<file path="src/kbc_regs.svh">
// Purpose: offsets, field positions, reset values and legacy ports of the kbc host channel
// Assumes: core register offsets are the low byte of the core peripheral address
// Notes: included by its bare name, definitions only
`ifndef KBC_REGS_SVH
`define KBC_REGS_SVH

// core-side register byte offsets
`define KBC_OFS_IF_CONTROL 8'h80
`define KBC_OFS_IRQ_CONTROL 8'h82
`define KBC_OFS_STATUS_VIEW 8'h84
`define KBC_OFS_KBD_OUT 8'h86
`define KBC_OFS_AUX_OUT 8'h88
`define KBC_OFS_INPUT_READ 8'h8a

// legacy host chip select addresses
`define KBC_HOST_DATA_PORT 16'h0060
`define KBC_HOST_CMD_PORT 16'h0064

// status byte fields
`define KBC_ST_OUT_FULL 0
`define KBC_ST_IN_FULL 1
`define KBC_ST_FLAG0 2
`define KBC_ST_CMD 3
`define KBC_ST_WR_MASK 8'hf4
`define KBC_ST_RESET 8'h00

// interface control fields
`define KBC_CT_KBD_EN 0
`define KBC_CT_AUX_EN 1
`define KBC_CT_OBE_EN 2
`define KBC_CT_IBF_EN 3
`define KBC_CT_WR_MASK 8'h7f
`define KBC_CT_RESET 8'h00

// irq control fields
`define KBC_IQ_KBD_LVL 0
`define KBC_IQ_AUX_LVL 1
`define KBC_IQ_INVERT 6
`define KBC_IQ_WR_MASK 8'h47
`define KBC_IQ_RESET 8'h07

// input fifo depth
`define KBC_FIFO_DEPTH 8

`endif

</file>
<file path="src/kbc_pkg.sv">
// Purpose: shared types of the kbc host channel
// Assumes: nothing beyond plain logic types
// Notes: constants live in kbc_regs.svh
`default_nettype none
package kbc_pkg;
   // one byte on either port
   typedef logic [7:0] kbc_byte_t;
   // a queued host write: command marker above the byte
   typedef logic [8:0] kbc_entry_t;
   // which output write port last filled the output latch
   typedef enum logic {kbc_src_kbd, kbc_src_aux} kbc_src_t;
endpackage
`default_nettype wire

</file>
<file path="src/kbc_fifo.sv">
// Purpose: small first-in first-out buffer with valid/ready on both sides
// Assumes: single clock, DEPTH a power of two
// Notes: full and empty are exact; no write when full, no read when empty
`default_nettype none
module kbc_fifo #(
   parameter int WIDTH = 9,
   parameter int DEPTH = 8
) (
   input wire logic core_clk_in,
   input wire logic reset_n_in,
   input wire logic [WIDTH-1:0] in_data_in,
   input wire logic in_valid_in,
   output logic in_ready_out,
   output logic [WIDTH-1:0] out_data_out,
   output logic out_valid_out,
   input wire logic out_ready_in
);
   localparam int AW = $clog2(DEPTH);
   logic [WIDTH-1:0] mem [DEPTH];  // storage
   logic [AW:0] wr_ptr;  // write pointer with wrap bit
   logic [AW:0] rd_ptr;  // read pointer with wrap bit
   logic push;
   logic pop;

   // full when pointers differ only in wrap bit
   assign in_ready_out = (wr_ptr != {~rd_ptr[AW], rd_ptr[AW-1:0]});
   assign out_valid_out = (wr_ptr != rd_ptr);
   assign push = in_valid_in && in_ready_out;
   assign pop = out_valid_out && out_ready_in;
   assign out_data_out = mem[rd_ptr[AW-1:0]];

   // storage write
   always_ff @(posedge core_clk_in) begin
      if (push) begin
         mem[wr_ptr[AW-1:0]] <= in_data_in;
      end
   end

   // pointer update
   always_ff @(posedge core_clk_in or negedge reset_n_in) begin
      if (!reset_n_in) begin
         wr_ptr <= '0;
         rd_ptr <= '0;
      end else begin
         if (push) begin
            wr_ptr <= wr_ptr + 1'b1;
         end
         if (pop) begin
            rd_ptr <= rd_ptr + 1'b1;
         end
      end
   end
endmodule
`default_nettype wire

</file>
<file path="src/kbc_host_channel.sv">
// Purpose: keyboard/mouse host channel between a host I/O port pair and the embedded core
// Assumes: all strobes synchronous to core_clk_in, one-cycle read/write strobes
// Notes: host writes queue in a fifo ahead of the input latch
//        host back-pressure is the fifo ready
// Operation
// - host write latches byte, sets full, records address
// - core input read clears input-full flag
// - input-full core interrupt level when enabled
// - keyboard port write fills latch, raises keyboard line
// - mouse port write fills latch, raises mouse line
// - in hardware mode only last-written port's host line follows output-full
// - host data read returns latch, clears output-full
// - normal polarity: low idle, high while full
// - invert bit flips hardware-driven host lines
// - hardware disabled: line follows firmware level bit
// - level bits read back present line values
// - output-empty core interrupt high while not full
// - status bits 2,4-7 core writable only
// - host and core see same status byte
// - data/command ports programmable, legacy defaults
// - core interrupts are levels, never pulses
// - status byte resets to zero
// - irq control resets to 07h
`default_nettype none
`include "kbc_regs.svh"
module kbc_host_channel #(
   parameter logic [15:0] DATA_PORT = `KBC_HOST_DATA_PORT,  // host data/output address
   parameter logic [15:0] CMD_PORT = `KBC_HOST_CMD_PORT,  // host command/status address
   parameter int FIFO_DEPTH = `KBC_FIFO_DEPTH  // queued host writes
) (
   input wire logic core_clk_in,
   input wire logic reset_n_in,
   // host I/O cycle port
   // writes stall while ready is low
   input wire logic [15:0] host_addr_in,
   input wire logic host_wr_in,
   input wire logic host_rd_in,
   input wire kbc_pkg::kbc_byte_t host_wdata_in,
   output kbc_pkg::kbc_byte_t host_rdata_out,
   output logic host_rvalid_out,
   output logic host_wr_ready_out,
   // core register port
   // read data one cycle later
   input wire logic [7:0] core_addr_in,
   input wire logic core_wr_in,
   input wire logic core_rd_in,
   input wire kbc_pkg::kbc_byte_t core_wdata_in,
   output kbc_pkg::kbc_byte_t core_rdata_out,
   // interrupts
   // all four are levels
   output logic core_infull_irq_out,
   output logic core_outempty_irq_out,
   output logic keyboard_host_irq_out,
   output logic mouse_host_irq_out
);
   import kbc_pkg::*;

   // latches and registers
   // all cleared by the core reset except irq control, which loads 07h
   kbc_byte_t host_input_latch;  // byte for the core
   kbc_byte_t host_output_latch;  // byte for the host
   kbc_byte_t status;  // shared status byte
   logic [3:0] general_flags_upper;  // core-owned bits 7 to 4
   logic general_flag_zero;  // core-owned bit 2
   kbc_byte_t host_if_control;  // enables
   kbc_byte_t host_irq_control;  // levels and polarity
   kbc_src_t last_src;  // port that last filled the output latch

   // hardware-owned status flags
   logic input_full_flag;
   logic output_full_flag;
   logic last_write_was_command;

   // decoded fields
   logic infull_core_irq_en;
   logic outempty_core_irq_en;
   logic kbd_host_irq_en;
   logic aux_host_irq_en;
   logic host_irq_invert;
   logic kbd_irq_level_bit;
   logic aux_irq_level_bit;

   // host decode
   // against the two chip selects
   logic host_sel_data;  // chip select on data address
   logic host_sel_cmd;  // chip select on command address
   logic host_push;  // host write taken into fifo
   logic host_data_read;  // host read of output latch

   // core decode
   // strobes are one cycle wide
   logic kbd_out_write_port;  // write strobe to keyboard output port
   logic aux_out_write_port;  // write strobe to mouse output port
   logic core_input_read_port;  // read strobe to input latch
   logic core_status_view_wr;  // write strobe to status view
   logic core_ctrl_wr;  // write strobe to interface control
   logic core_irqc_wr;  // write strobe to irq control
   logic out_write;  // either output port written

   // fifo wiring
   // byte and marker travel together
   kbc_entry_t fifo_out;  // {command marker, byte}
   logic fifo_valid;
   logic fifo_pop;  // move head into input latch

   // host line values before and after override
   // steered by the last output port
   logic kbd_hw_level;
   logic aux_hw_level;

   // status byte gathered from its owners
   assign status = {general_flags_upper, last_write_was_command, general_flag_zero,
                    input_full_flag, output_full_flag};
   // control register fields
   assign infull_core_irq_en = host_if_control[`KBC_CT_IBF_EN];
   assign outempty_core_irq_en = host_if_control[`KBC_CT_OBE_EN];
   assign kbd_host_irq_en = host_if_control[`KBC_CT_KBD_EN];
   assign aux_host_irq_en = host_if_control[`KBC_CT_AUX_EN];
   assign host_irq_invert = host_irq_control[`KBC_IQ_INVERT];
   assign kbd_irq_level_bit = host_irq_control[`KBC_IQ_KBD_LVL];
   assign aux_irq_level_bit = host_irq_control[`KBC_IQ_AUX_LVL];

   // host address decode against the programmable chip selects
   // other addresses are ignored
   assign host_sel_data = (host_addr_in == DATA_PORT);
   assign host_sel_cmd = (host_addr_in == CMD_PORT);
   assign host_push = host_wr_in && (host_sel_data || host_sel_cmd) && host_wr_ready_out;
   assign host_data_read = host_rd_in && host_sel_data;

   // core register decode
   // unmapped offsets raise no strobe
   assign kbd_out_write_port = core_wr_in && (core_addr_in == `KBC_OFS_KBD_OUT);
   assign aux_out_write_port = core_wr_in && (core_addr_in == `KBC_OFS_AUX_OUT);
   assign core_input_read_port = core_rd_in && (core_addr_in == `KBC_OFS_INPUT_READ);
   assign core_status_view_wr = core_wr_in && (core_addr_in == `KBC_OFS_STATUS_VIEW);
   assign core_ctrl_wr = core_wr_in && (core_addr_in == `KBC_OFS_IF_CONTROL);
   assign core_irqc_wr = core_wr_in && (core_addr_in == `KBC_OFS_IRQ_CONTROL);
   assign out_write = kbd_out_write_port || aux_out_write_port;

   // head of queue moves into the latch only while the latch is empty,
   // so a core read clearing the flag never meets a load in the same cycle
   assign fifo_pop = fifo_valid && !input_full_flag;

   // host write queue; its ready is the host's back-pressure
   // a stalled host holds its write
   // order is kept through the queue
   kbc_fifo #(
      .WIDTH(9),
      .DEPTH(FIFO_DEPTH)
   ) u_in_fifo (
      .core_clk_in(core_clk_in),
      .reset_n_in(reset_n_in),
      .in_data_in({host_sel_cmd, host_wdata_in}),
      .in_valid_in(host_wr_in && (host_sel_data || host_sel_cmd)),
      .in_ready_out(host_wr_ready_out),
      .out_data_out(fifo_out),
      .out_valid_out(fifo_valid),
      .out_ready_in(!input_full_flag)
   );

   // input latch loaded from the queue head
   // byte stays after the core reads it
   always_ff @(posedge core_clk_in or negedge reset_n_in) begin
      if (!reset_n_in) begin
         host_input_latch <= 8'h00;
      end else if (fifo_pop) begin
         host_input_latch <= fifo_out[7:0];
      end
   end

   // output latch written from either output port
   // a write while full overwrites
   always_ff @(posedge core_clk_in or negedge reset_n_in) begin
      if (!reset_n_in) begin
         host_output_latch <= 8'h00;
      end else if (kbd_out_write_port) begin
         host_output_latch <= core_wdata_in;
      end else if (aux_out_write_port) begin
         host_output_latch <= core_wdata_in;
      end
   end

   // remember which output port was written last
   // keyboard owns the flag after reset
   always_ff @(posedge core_clk_in or negedge reset_n_in) begin
      if (!reset_n_in) begin
         last_src <= kbc_src_kbd;
      end else if (kbd_out_write_port) begin
         last_src <= kbc_src_kbd;
      end else if (aux_out_write_port) begin
         last_src <= kbc_src_aux;
      end
   end

   // general purpose status bits, core writable only
   // hardware-owned bits have no write path
   always_ff @(posedge core_clk_in or negedge reset_n_in) begin
      if (!reset_n_in) begin
         general_flags_upper <= 4'h0;
         general_flag_zero <= 1'b0;
      end else if (core_status_view_wr) begin
         general_flags_upper <= core_wdata_in[7:4];
         general_flag_zero <= core_wdata_in[`KBC_ST_FLAG0];
      end
   end

   // input-full flag: load sets, core input read clears
   // a load waits for empty, so both never meet
   // a read of an empty latch changes nothing
   always_ff @(posedge core_clk_in or negedge reset_n_in) begin
      if (!reset_n_in) begin
         input_full_flag <= 1'b0;
      end else if (fifo_pop) begin
         input_full_flag <= 1'b1;
      end else if (core_input_read_port) begin
         input_full_flag <= 1'b0;
      end
   end

   // command marker of the byte in the input latch
   // only a load changes it
   always_ff @(posedge core_clk_in or negedge reset_n_in) begin
      if (!reset_n_in) begin
         last_write_was_command <= 1'b0;
      end else if (fifo_pop) begin
         last_write_was_command <= fifo_out[8];
      end
   end

   // output-full flag: core write sets and wins over a host read clear
   // so a fresh byte is never lost
   // reads at the command address leave it
   always_ff @(posedge core_clk_in or negedge reset_n_in) begin
      if (!reset_n_in) begin
         output_full_flag <= 1'b0;
      end else if (out_write) begin
         output_full_flag <= 1'b1;
      end else if (host_data_read) begin
         output_full_flag <= 1'b0;
      end
   end

   // interface control register; reserved bit 7 stays zero
   // bits 4 to 6 steer nothing here
   always_ff @(posedge core_clk_in or negedge reset_n_in) begin
      if (!reset_n_in) begin
         host_if_control <= `KBC_CT_RESET;
      end else if (core_ctrl_wr) begin
         host_if_control <= core_wdata_in & `KBC_CT_WR_MASK;
      end
   end

   // irq control register; reserved bits stay zero
   // bit 6 inverts hardware lines only
   always_ff @(posedge core_clk_in or negedge reset_n_in) begin
      if (!reset_n_in) begin
         host_irq_control <= `KBC_IQ_RESET;
      end else if (core_irqc_wr) begin
         host_irq_control <= core_wdata_in & `KBC_IQ_WR_MASK;
      end
   end

   // hardware level: only the line of the last written port follows the flag
   // the shared flag reaches one line
   // so with invert clear both hardware-driven lines never rise together
   assign kbd_hw_level = output_full_flag && (last_src == kbc_src_kbd);
   assign aux_hw_level = output_full_flag && (last_src == kbc_src_aux);

   // keyboard line: hardware with optional inversion, else firmware level
   // firmware levels are never inverted
   always_comb begin
      if (kbd_host_irq_en) begin
         keyboard_host_irq_out = kbd_hw_level ^ host_irq_invert;
      end else begin
         keyboard_host_irq_out = kbd_irq_level_bit;
      end
   end

   // mouse line: same scheme, own enable
   // shares the invert bit with the keyboard
   always_comb begin
      if (aux_host_irq_en) begin
         mouse_host_irq_out = aux_hw_level ^ host_irq_invert;
      end else begin
         mouse_host_irq_out = aux_irq_level_bit;
      end
   end

   // core interrupts are plain levels from the flags
   // no edge detection on either
   assign core_infull_irq_out = infull_core_irq_en && input_full_flag;
   assign core_outempty_irq_out = outempty_core_irq_en && !output_full_flag;

   // host read data, registered one cycle after the strobe
   // other reads keep the last answer
   // status shows flags at the strobe edge
   always_ff @(posedge core_clk_in or negedge reset_n_in) begin
      if (!reset_n_in) begin
         host_rdata_out <= 8'h00;
      end else if (host_rd_in && host_sel_data) begin
         host_rdata_out <= host_output_latch;
      end else if (host_rd_in && host_sel_cmd) begin
         host_rdata_out <= status;
      end
   end

   // read data valid marker
   // high one cycle per decoded read
   always_ff @(posedge core_clk_in or negedge reset_n_in) begin
      if (!reset_n_in) begin
         host_rvalid_out <= 1'b0;
      end else begin
         host_rvalid_out <= host_rd_in && (host_sel_data || host_sel_cmd);
      end
   end

   // core read data, registered; unmapped and write-only offsets read zero
   // held until the next core read
   always_ff @(posedge core_clk_in or negedge reset_n_in) begin
      if (!reset_n_in) begin
         core_rdata_out <= 8'h00;
      end else if (core_rd_in) begin
         unique case (core_addr_in)
            `KBC_OFS_IF_CONTROL: begin
               core_rdata_out <= host_if_control;
            end
            `KBC_OFS_IRQ_CONTROL: begin
               core_rdata_out <= {host_irq_control[7:2], mouse_host_irq_out,
                                  keyboard_host_irq_out};
            end
            `KBC_OFS_STATUS_VIEW: begin
               core_rdata_out <= status;
            end
            `KBC_OFS_INPUT_READ: begin
               core_rdata_out <= host_input_latch;
            end
            default: begin
               core_rdata_out <= 8'h00;
            end
         endcase
      end
   end
endmodule
`default_nettype wire

</file>
<file path="config.mk">
export PLATFORM = sky130hd
export DESIGN_NAME = kbc_host_channel
export DESIGN_NICKNAME = d
export VERILOG_FILES = /design/src/kbc_pkg.sv /design/src/kbc_fifo.sv /design/src/kbc_host_channel.sv
export VERILOG_INCLUDE_DIRS = /design/src /design/src/src
export SDC_FILE = /design/constraint.sdc
export NUM_CORES = 1
export LEC_CHECK = 0
export ABC_AREA = 1
export CAP_MARGIN = 20
export CORE_MARGIN = 2
export CORE_UTILIZATION = 30
export CTS_CLUSTER_DIAMETER = 40
export DETAILED_ROUTE_END_ITERATION = 10
export DONT_BUFFER_PORTS = 1
export PLACE_DENSITY = 0.47
export SYNTH_ARGS = -nofsm -noshare
export SYNTH_HDL_FRONTEND = slang
export SYNTH_SLANG_ARGS = --single-unit
</file>
<file path="constraint.sdc">
create_clock -name core_clk_in -period 3.2 [get_ports core_clk_in]
set_input_delay 0.32 -clock core_clk_in [delete_from_list [all_inputs] [get_ports core_clk_in]]
set_output_delay 0.32 -clock core_clk_in [all_outputs]
set_load 0.05 [all_outputs]
</file>
== Word-level counts from Yosys, hierarchy flattened ==
Memories as Yosys holds them, arrays and structs flattened. A register that Yosys moved wholly into a read port is not among the register bits.
Index checks and enable logic that the tools add are counted.

* Register bits after elaboration: 52
* Bits in writable memories: 72
* Bits of input ports: 46
* Output and inout port bits: 22
* Word-level logic and storage cells: 70
* Memories: 1

{| class="wikitable"
|+ Memories
! memory !! words !! bits a word !! read ports !! clocked after Yosys merged registers in !! write ports !! RTL line !! RTL
|-
| u_in_fifo.mem || 8 || 9 || 1 || 1 || 1 || kbc_fifo.sv:19 || <nowiki>logic [WIDTH-1:0] mem [DEPTH];</nowiki>
|}

* Add/sub/neg operators: 2
* Equal/unequal tests: 10
* Multiplexer cells: 15
* Bitwise gates (word level): 4
* Reductions and logical operators: 25

{| class="wikitable"
|+ Operators with widths
! kind !! number
|-
| $eq A8 B8 Y1 const B || 6
|-
| $eq A16 B7 Y1 const B || 2
|-
| $mux W8 || 4
|-
| $pmux W8 S4 || 1
|-
| $logic_and A1 B1 Y1 || 16
|-
| $mux W1 || 10
|-
| $add A4 B1 Y4 const B || 2
|-
| $ne A4 B4 Y1 || 2
|-
| $reduce_bool A2 Y1 || 4
|-
| $logic_not A1 Y1 || 3
|-
| $logic_or A1 B1 Y1 || 2
|-
| $not A1 Y1 || 2
|-
| $xor A1 B1 Y1 || 2
|}

== Logic depth before layout (Yosys ltp) ==
* Word-level depth: 6
* Gate-level depth with buffers: 10
* Mapped depth without buffers: 9

== By module ==
Synthesis repeated with hierarchy kept, for this count alone.

* Cell total of the unflattened synthesis: 634
* Area total of the unflattened synthesis: 6072.1 um^2

{| class="wikitable"
|+ Modules (own cells, without submodules)
! module !! times used !! cells each !! area each (um^2) !! seq. area each (um^2)
|-
| kbc_fifo || 1 || 308 || 3390.8 || 2362.3
|-
| kbc_host_channel || 1 || 326 || 2681.3 || 1330.0
|}

== Worst setup path before layout ==
No wires, ideal clock.

* Kind: input-to-reg
* From: input port host_addr_in[1]
* To: memory u_in_fifo.mem[0][0], enable pin
* Library setup time: 0.374 ns
* Data arrival time: 1.450 ns
* Setup slack: 1.376 ns
* Stages: 7
* Path buffers: 0
* Cell sequence: nor2_1 -> nand2_1 -> nor2_4 -> nand2_1 -> nand2_2 -> nand3_1 -> nor2_1

* Cells in the longest elaborated chain, start to end: 6

{| class="wikitable"
|+ Ends and longest elaborated chain
! what !! RTL line !! RTL
|-
| start, declared || kbc_host_channel.sv:35 || <nowiki>input wire logic [15:0] host_addr_in,</nowiki>
|-
| $eq A16 B7 Y1 (on tied branches) || kbc_host_channel.sv:125, kbc_host_channel.sv:126 ||
|-
| $logic_or A1 B1 Y1 * || kbc_host_channel.sv:154 || <nowiki>.in_valid_in(host_wr_in && (host_sel_data || host_sel_cmd)),</nowiki>
|-
| $logic_and A1 B1 Y1 * || kbc_host_channel.sv:154 ||
|-
| $logic_and A1 B1 Y1 * || kbc_fifo.sv:28 || <nowiki>assign push = in_valid_in && in_ready_out;</nowiki>
|-
| $mux W1 * || kbc_fifo.sv:34 || <nowiki>if (push) begin</nowiki>
|-
| $mux W1 (implied by the code) * || kbc_fifo.sv:35 || <nowiki>mem[wr_ptr[AW-1:0]] <= in_data_in;</nowiki>
|-
| end, declared || kbc_fifo.sv:19 ||
|}

Mark *: on every way between the ends. The rest lies on a longest branch, timed or not.

== Worst setup path in the final report ==
* From: register u_in_fifo.rd_ptr[1]
* To: memory u_in_fifo.mem[3][5], enable pin

* Cells in the longest elaborated chain, start to end: 4

{| class="wikitable"
|+ Ends and longest elaborated chain
! what !! RTL line !! RTL
|-
| start, declared || kbc_fifo.sv:21 || <nowiki>logic [AW:0] rd_ptr;</nowiki>
|-
| start signal, assigned || kbc_fifo.sv:49 || <nowiki>rd_ptr <= rd_ptr + 1'b1;</nowiki>
|-
| $ne A4 B4 Y1 || kbc_fifo.sv:26 || <nowiki>assign in_ready_out = (wr_ptr != {~rd_ptr[AW], rd_ptr[AW-1:0]});</nowiki>
|-
| $logic_and A1 B1 Y1 || kbc_fifo.sv:28 ||
|-
| $mux W1 || kbc_fifo.sv:34 ||
|-
| $mux W1 (implied by the code) || kbc_fifo.sv:35 ||
|}

Every way passes these cells.

==> results.json <==
{
  "grt_pass1_vias": 4256,
  "ys_seq_area_frac": 0.603,
  "cts_tree": "yes",
  "max_slew_margin": 0.388,
  "dr_wl_met3_um": 671,
  "final-hold-violation-count": 0,
  "initialDrtViolationCount": 215,
  "portBuffers": 0,
  "met1Wirelength_um": 6420,
  "die_x_um": 147,
  "cp_common_cell": "nor2_1",
  "p_leak_nw": 3.07,
  "p_per_area_nw_per_um2": 567,
  "hold-worst-slack_ns": 0.0208,
  "cp_slowest_cell": "dfrtp_1",
  "drv_slew": 0,
  "postRouteAntennaNets": 0,
  "wire_per_inst_um": 14.7,
  "crit_type": "flip-flop to flip-flop",
  "place.gp.congestion": 0.791,
  "cp.required_ns": 3.32,
  "tightest_slew_ns": 0.918,
  "dp_hpwl_um": 9550,
  "grt_pass1_wl_um": 22600,
  "status": "complete, no violations",
  "setup_tns_ns": 0,
  "die_h_um": 147,
  "area_growth_pct": 16.3,
  "rsz0062_at_grt": "false",
  "fin_area_um2": 7120,
  "antenna_found_initial": 0,
  "peakVddDrop_v": 0.000372,
  "core_um2": 20200,
  "initial_utilization": 0.304,
  "dieArea_um2": 21600,
  "rr_startpoint": "u_in_fifo.rd_ptr[1]",
  "critPathArrivalTime_ns": 2.21,
  "track_usage": 0.135,
  "fin_nets": 717,
  "drc_errors": 0,
  "n_antenna_cell": 0,
  "gr-total-overflow": 0,
  "cts.sinks": 133,
  "firstDrtPassIters": 5,
  "cts_buffer_depth": 2,
  "period_share": 0.654,
  "whs_endpoint": "core_rdata_out[4]",
  "num_io_pins": 68,
  "crit_path_start_kind": "flip-flop",
  "root_buffer": "clkbuf_16",
  "fin_crit_ns": 2.09,
  "cts_buffers": 17,
  "skew_ns": 0.00891,
  "met2_length_um": 6760,
  "syn_avg_cell_area_um2": 9.44,
  "finalWorstSetupSlack_ns": 1.11,
  "vias": 4312,
  "r2r-end": "u_in_fifo.mem[3][5]",
  "cts-htree-levels": 4,
  "drive_gt1_frac": 0.123,
  "place_ws_ns": 1.07,
  "rows": 52,
  "total_power_w": 0.00404,
  "max_freq_mhz": 478,
  "dpl_cell_area_um2": 6390,
  "netlist_area_um2": 6130,
  "critPathMaxStageDelay_ns": 0.53,
  "r2r_cells": 7,
  "crit_chain": "xnor2_1, nand2_2, nor2_1, nor2_2, nand3_1, nor2_1, buf_4",
  "multi_input_area_um2": 2050,
  "top_layer_used": "met4",
  "cp_max_fo": 12,
  "syn_nets": 697,
  "r2r_setup_slack_ns": 1.11,
  "critical_path.top_delay_family": "simple AND/OR/NAND/NOR gates",
  "path_clk_slew_ns": 0.06,
  "hold_start": "core_rd_in",
  "synthDistinctLibCells": 33,
  "vias_per_cell": 4.53,
  "clk_latency_ns": 0.42,
  "fillers": 2066,
  "seq_area_um2": 3690,
  "crit_buf_inv": 1,
  "yosysWarningCount": 0,
  "setup_viol": 0,
  "hp-class": "primary input to flip-flop",
  "ys_ff_latch": 133,
  "max_cap_viol_count": 0,
  "cp-end-kind": "flip-flop",
  "grt_max_degree": 62,
  "syn_inst": 649,
  "wirelength_um": 14000,
  "min_delay_path_depth": 2
}
## kinds of logic (layout without fill, tap and decap cells)
family	Yosys count	after routing	share of synthesized area
AO/OA/AOI/OAI	86	86	0.0776
flip-flops	133	133	0.603
buffers and inverters	79	112	0.0625
AND/OR/NAND/NOR	337	337	0.235
adder cells (fa/ha/maj)	2	2	0.00408
XOR/XNOR	12	12	0.0184
## layout by cell type, fill, tap and decap left out, types with 5 or more instances in the layout
cell	count
buf_4	12
clkbuf_16	17
dfrtp_1	58
dlygate4sd3_1	9
edfxtp_1	72
inv_1	52
nand2_1	180
nand2_2	6
nand3_1	33
nand4_1	7
nor2_1	94
nor2_2	6
o21ai_0	45
o21ai_1	25
o21ai_2	11
xnor2_1	6
xor2_1	5
## timing repair
action,in CTS,in global routing
endpoints found under the hold margin,125,0
setup buffers,0,0
hold buffers,10,0
gates resized for setup,0,0
endpoints found under the setup margin,0,0
## per-layer routing
| layer | vias up | GRT usage |
|---|---|---|
| met5 | - | 0 |
| met4 | 0 | 0.0457 |
| met3 | 14 | 0.0345 |
| met2 | 80 | 0.225 |
| met1 | 2068 | 0.173 |
| li1 | 2150 | - |
## sequential cells by signal (all words and copies together), names as in the netlist
name and cells:
general_flags_upper 4, input_full_flag 1, host_input_latch 8, output_full_flag 1
core_rdata_out 8, host_rvalid_out 1, general_flag_zero 1, host_irq_control 4
u_in_fifo.rd_ptr 4, host_output_latch 8, host_if_control 7, u_in_fifo.wr_ptr 4
host_rdata_out 8, last_write_was_command 1, u_in_fifo.mem 72, last_src 1
## power breakdown
part           internal, W  switching [W]
clock              0.00130       0.000728
combinational    0.0000461       0.000104
sequential         0.00184      0.0000219
total              0.00318       0.000854
## cell usage after synthesis (all sizes together)
cell type	instances	area (um^2)
ha	2	25.0
a21oi	3	15.0
xnor2	6	52.6
inv	56	213
nor2	104	435
dfrtp	58	1450
dfstp	3	78.8
edfxtp	72	2160
nand2	189	747
buf	17	148
nand3	37	213
clkbuf	4	15.0
xor2	6	60.1
o22ai	1	6.26
o21ai	81	447
o211ai	1	7.51
clkinv	2	7.51
nand4	7	43.8
## metrics by stage
step,util,instances
6_report,0.353,952
2_1_floorplan,-,649
3_5_place_dp,0.317,910
5_1_grt,0.353,952
4_1_cts,0.353,952
3_3_place_gp,0.317,910
## how the worst max path moves through the flow
stage | slack [ns] | start | cells after the start | endpoint
floorplan | 1.38 | host_addr_in[1] | 7 | u_in_fifo.mem[0][0]
detailed placement | 1.07 | u_in_fifo.rd_ptr[1] | 7 | host_input_latch[0]
global placement | 1.13 | u_in_fifo.rd_ptr[1] | 7 | host_input_latch[0]
global route | 0.79 | u_in_fifo.rd_ptr[1] | 7 | host_input_latch[0]
CTS | 1.04 | u_in_fifo.rd_ptr[1] | 7 | host_input_latch[0]
finish | 1.11 | u_in_fifo.rd_ptr[1] | 7 | u_in_fifo.mem[3][5]
## area by class of cell
cell class / count / share of cell area
clock buffer: 18 / 0.0602
clock inverter: 14 / 0.0258
inverter: 58 / 0.0309
multi-input combinational: 437 / 0.288
sequential: 133 / 0.518
tap: 270 / 0.0474
timing repair buffer: 22 / 0.0292
Note: power is estimated with default switching activity, not from simulation.
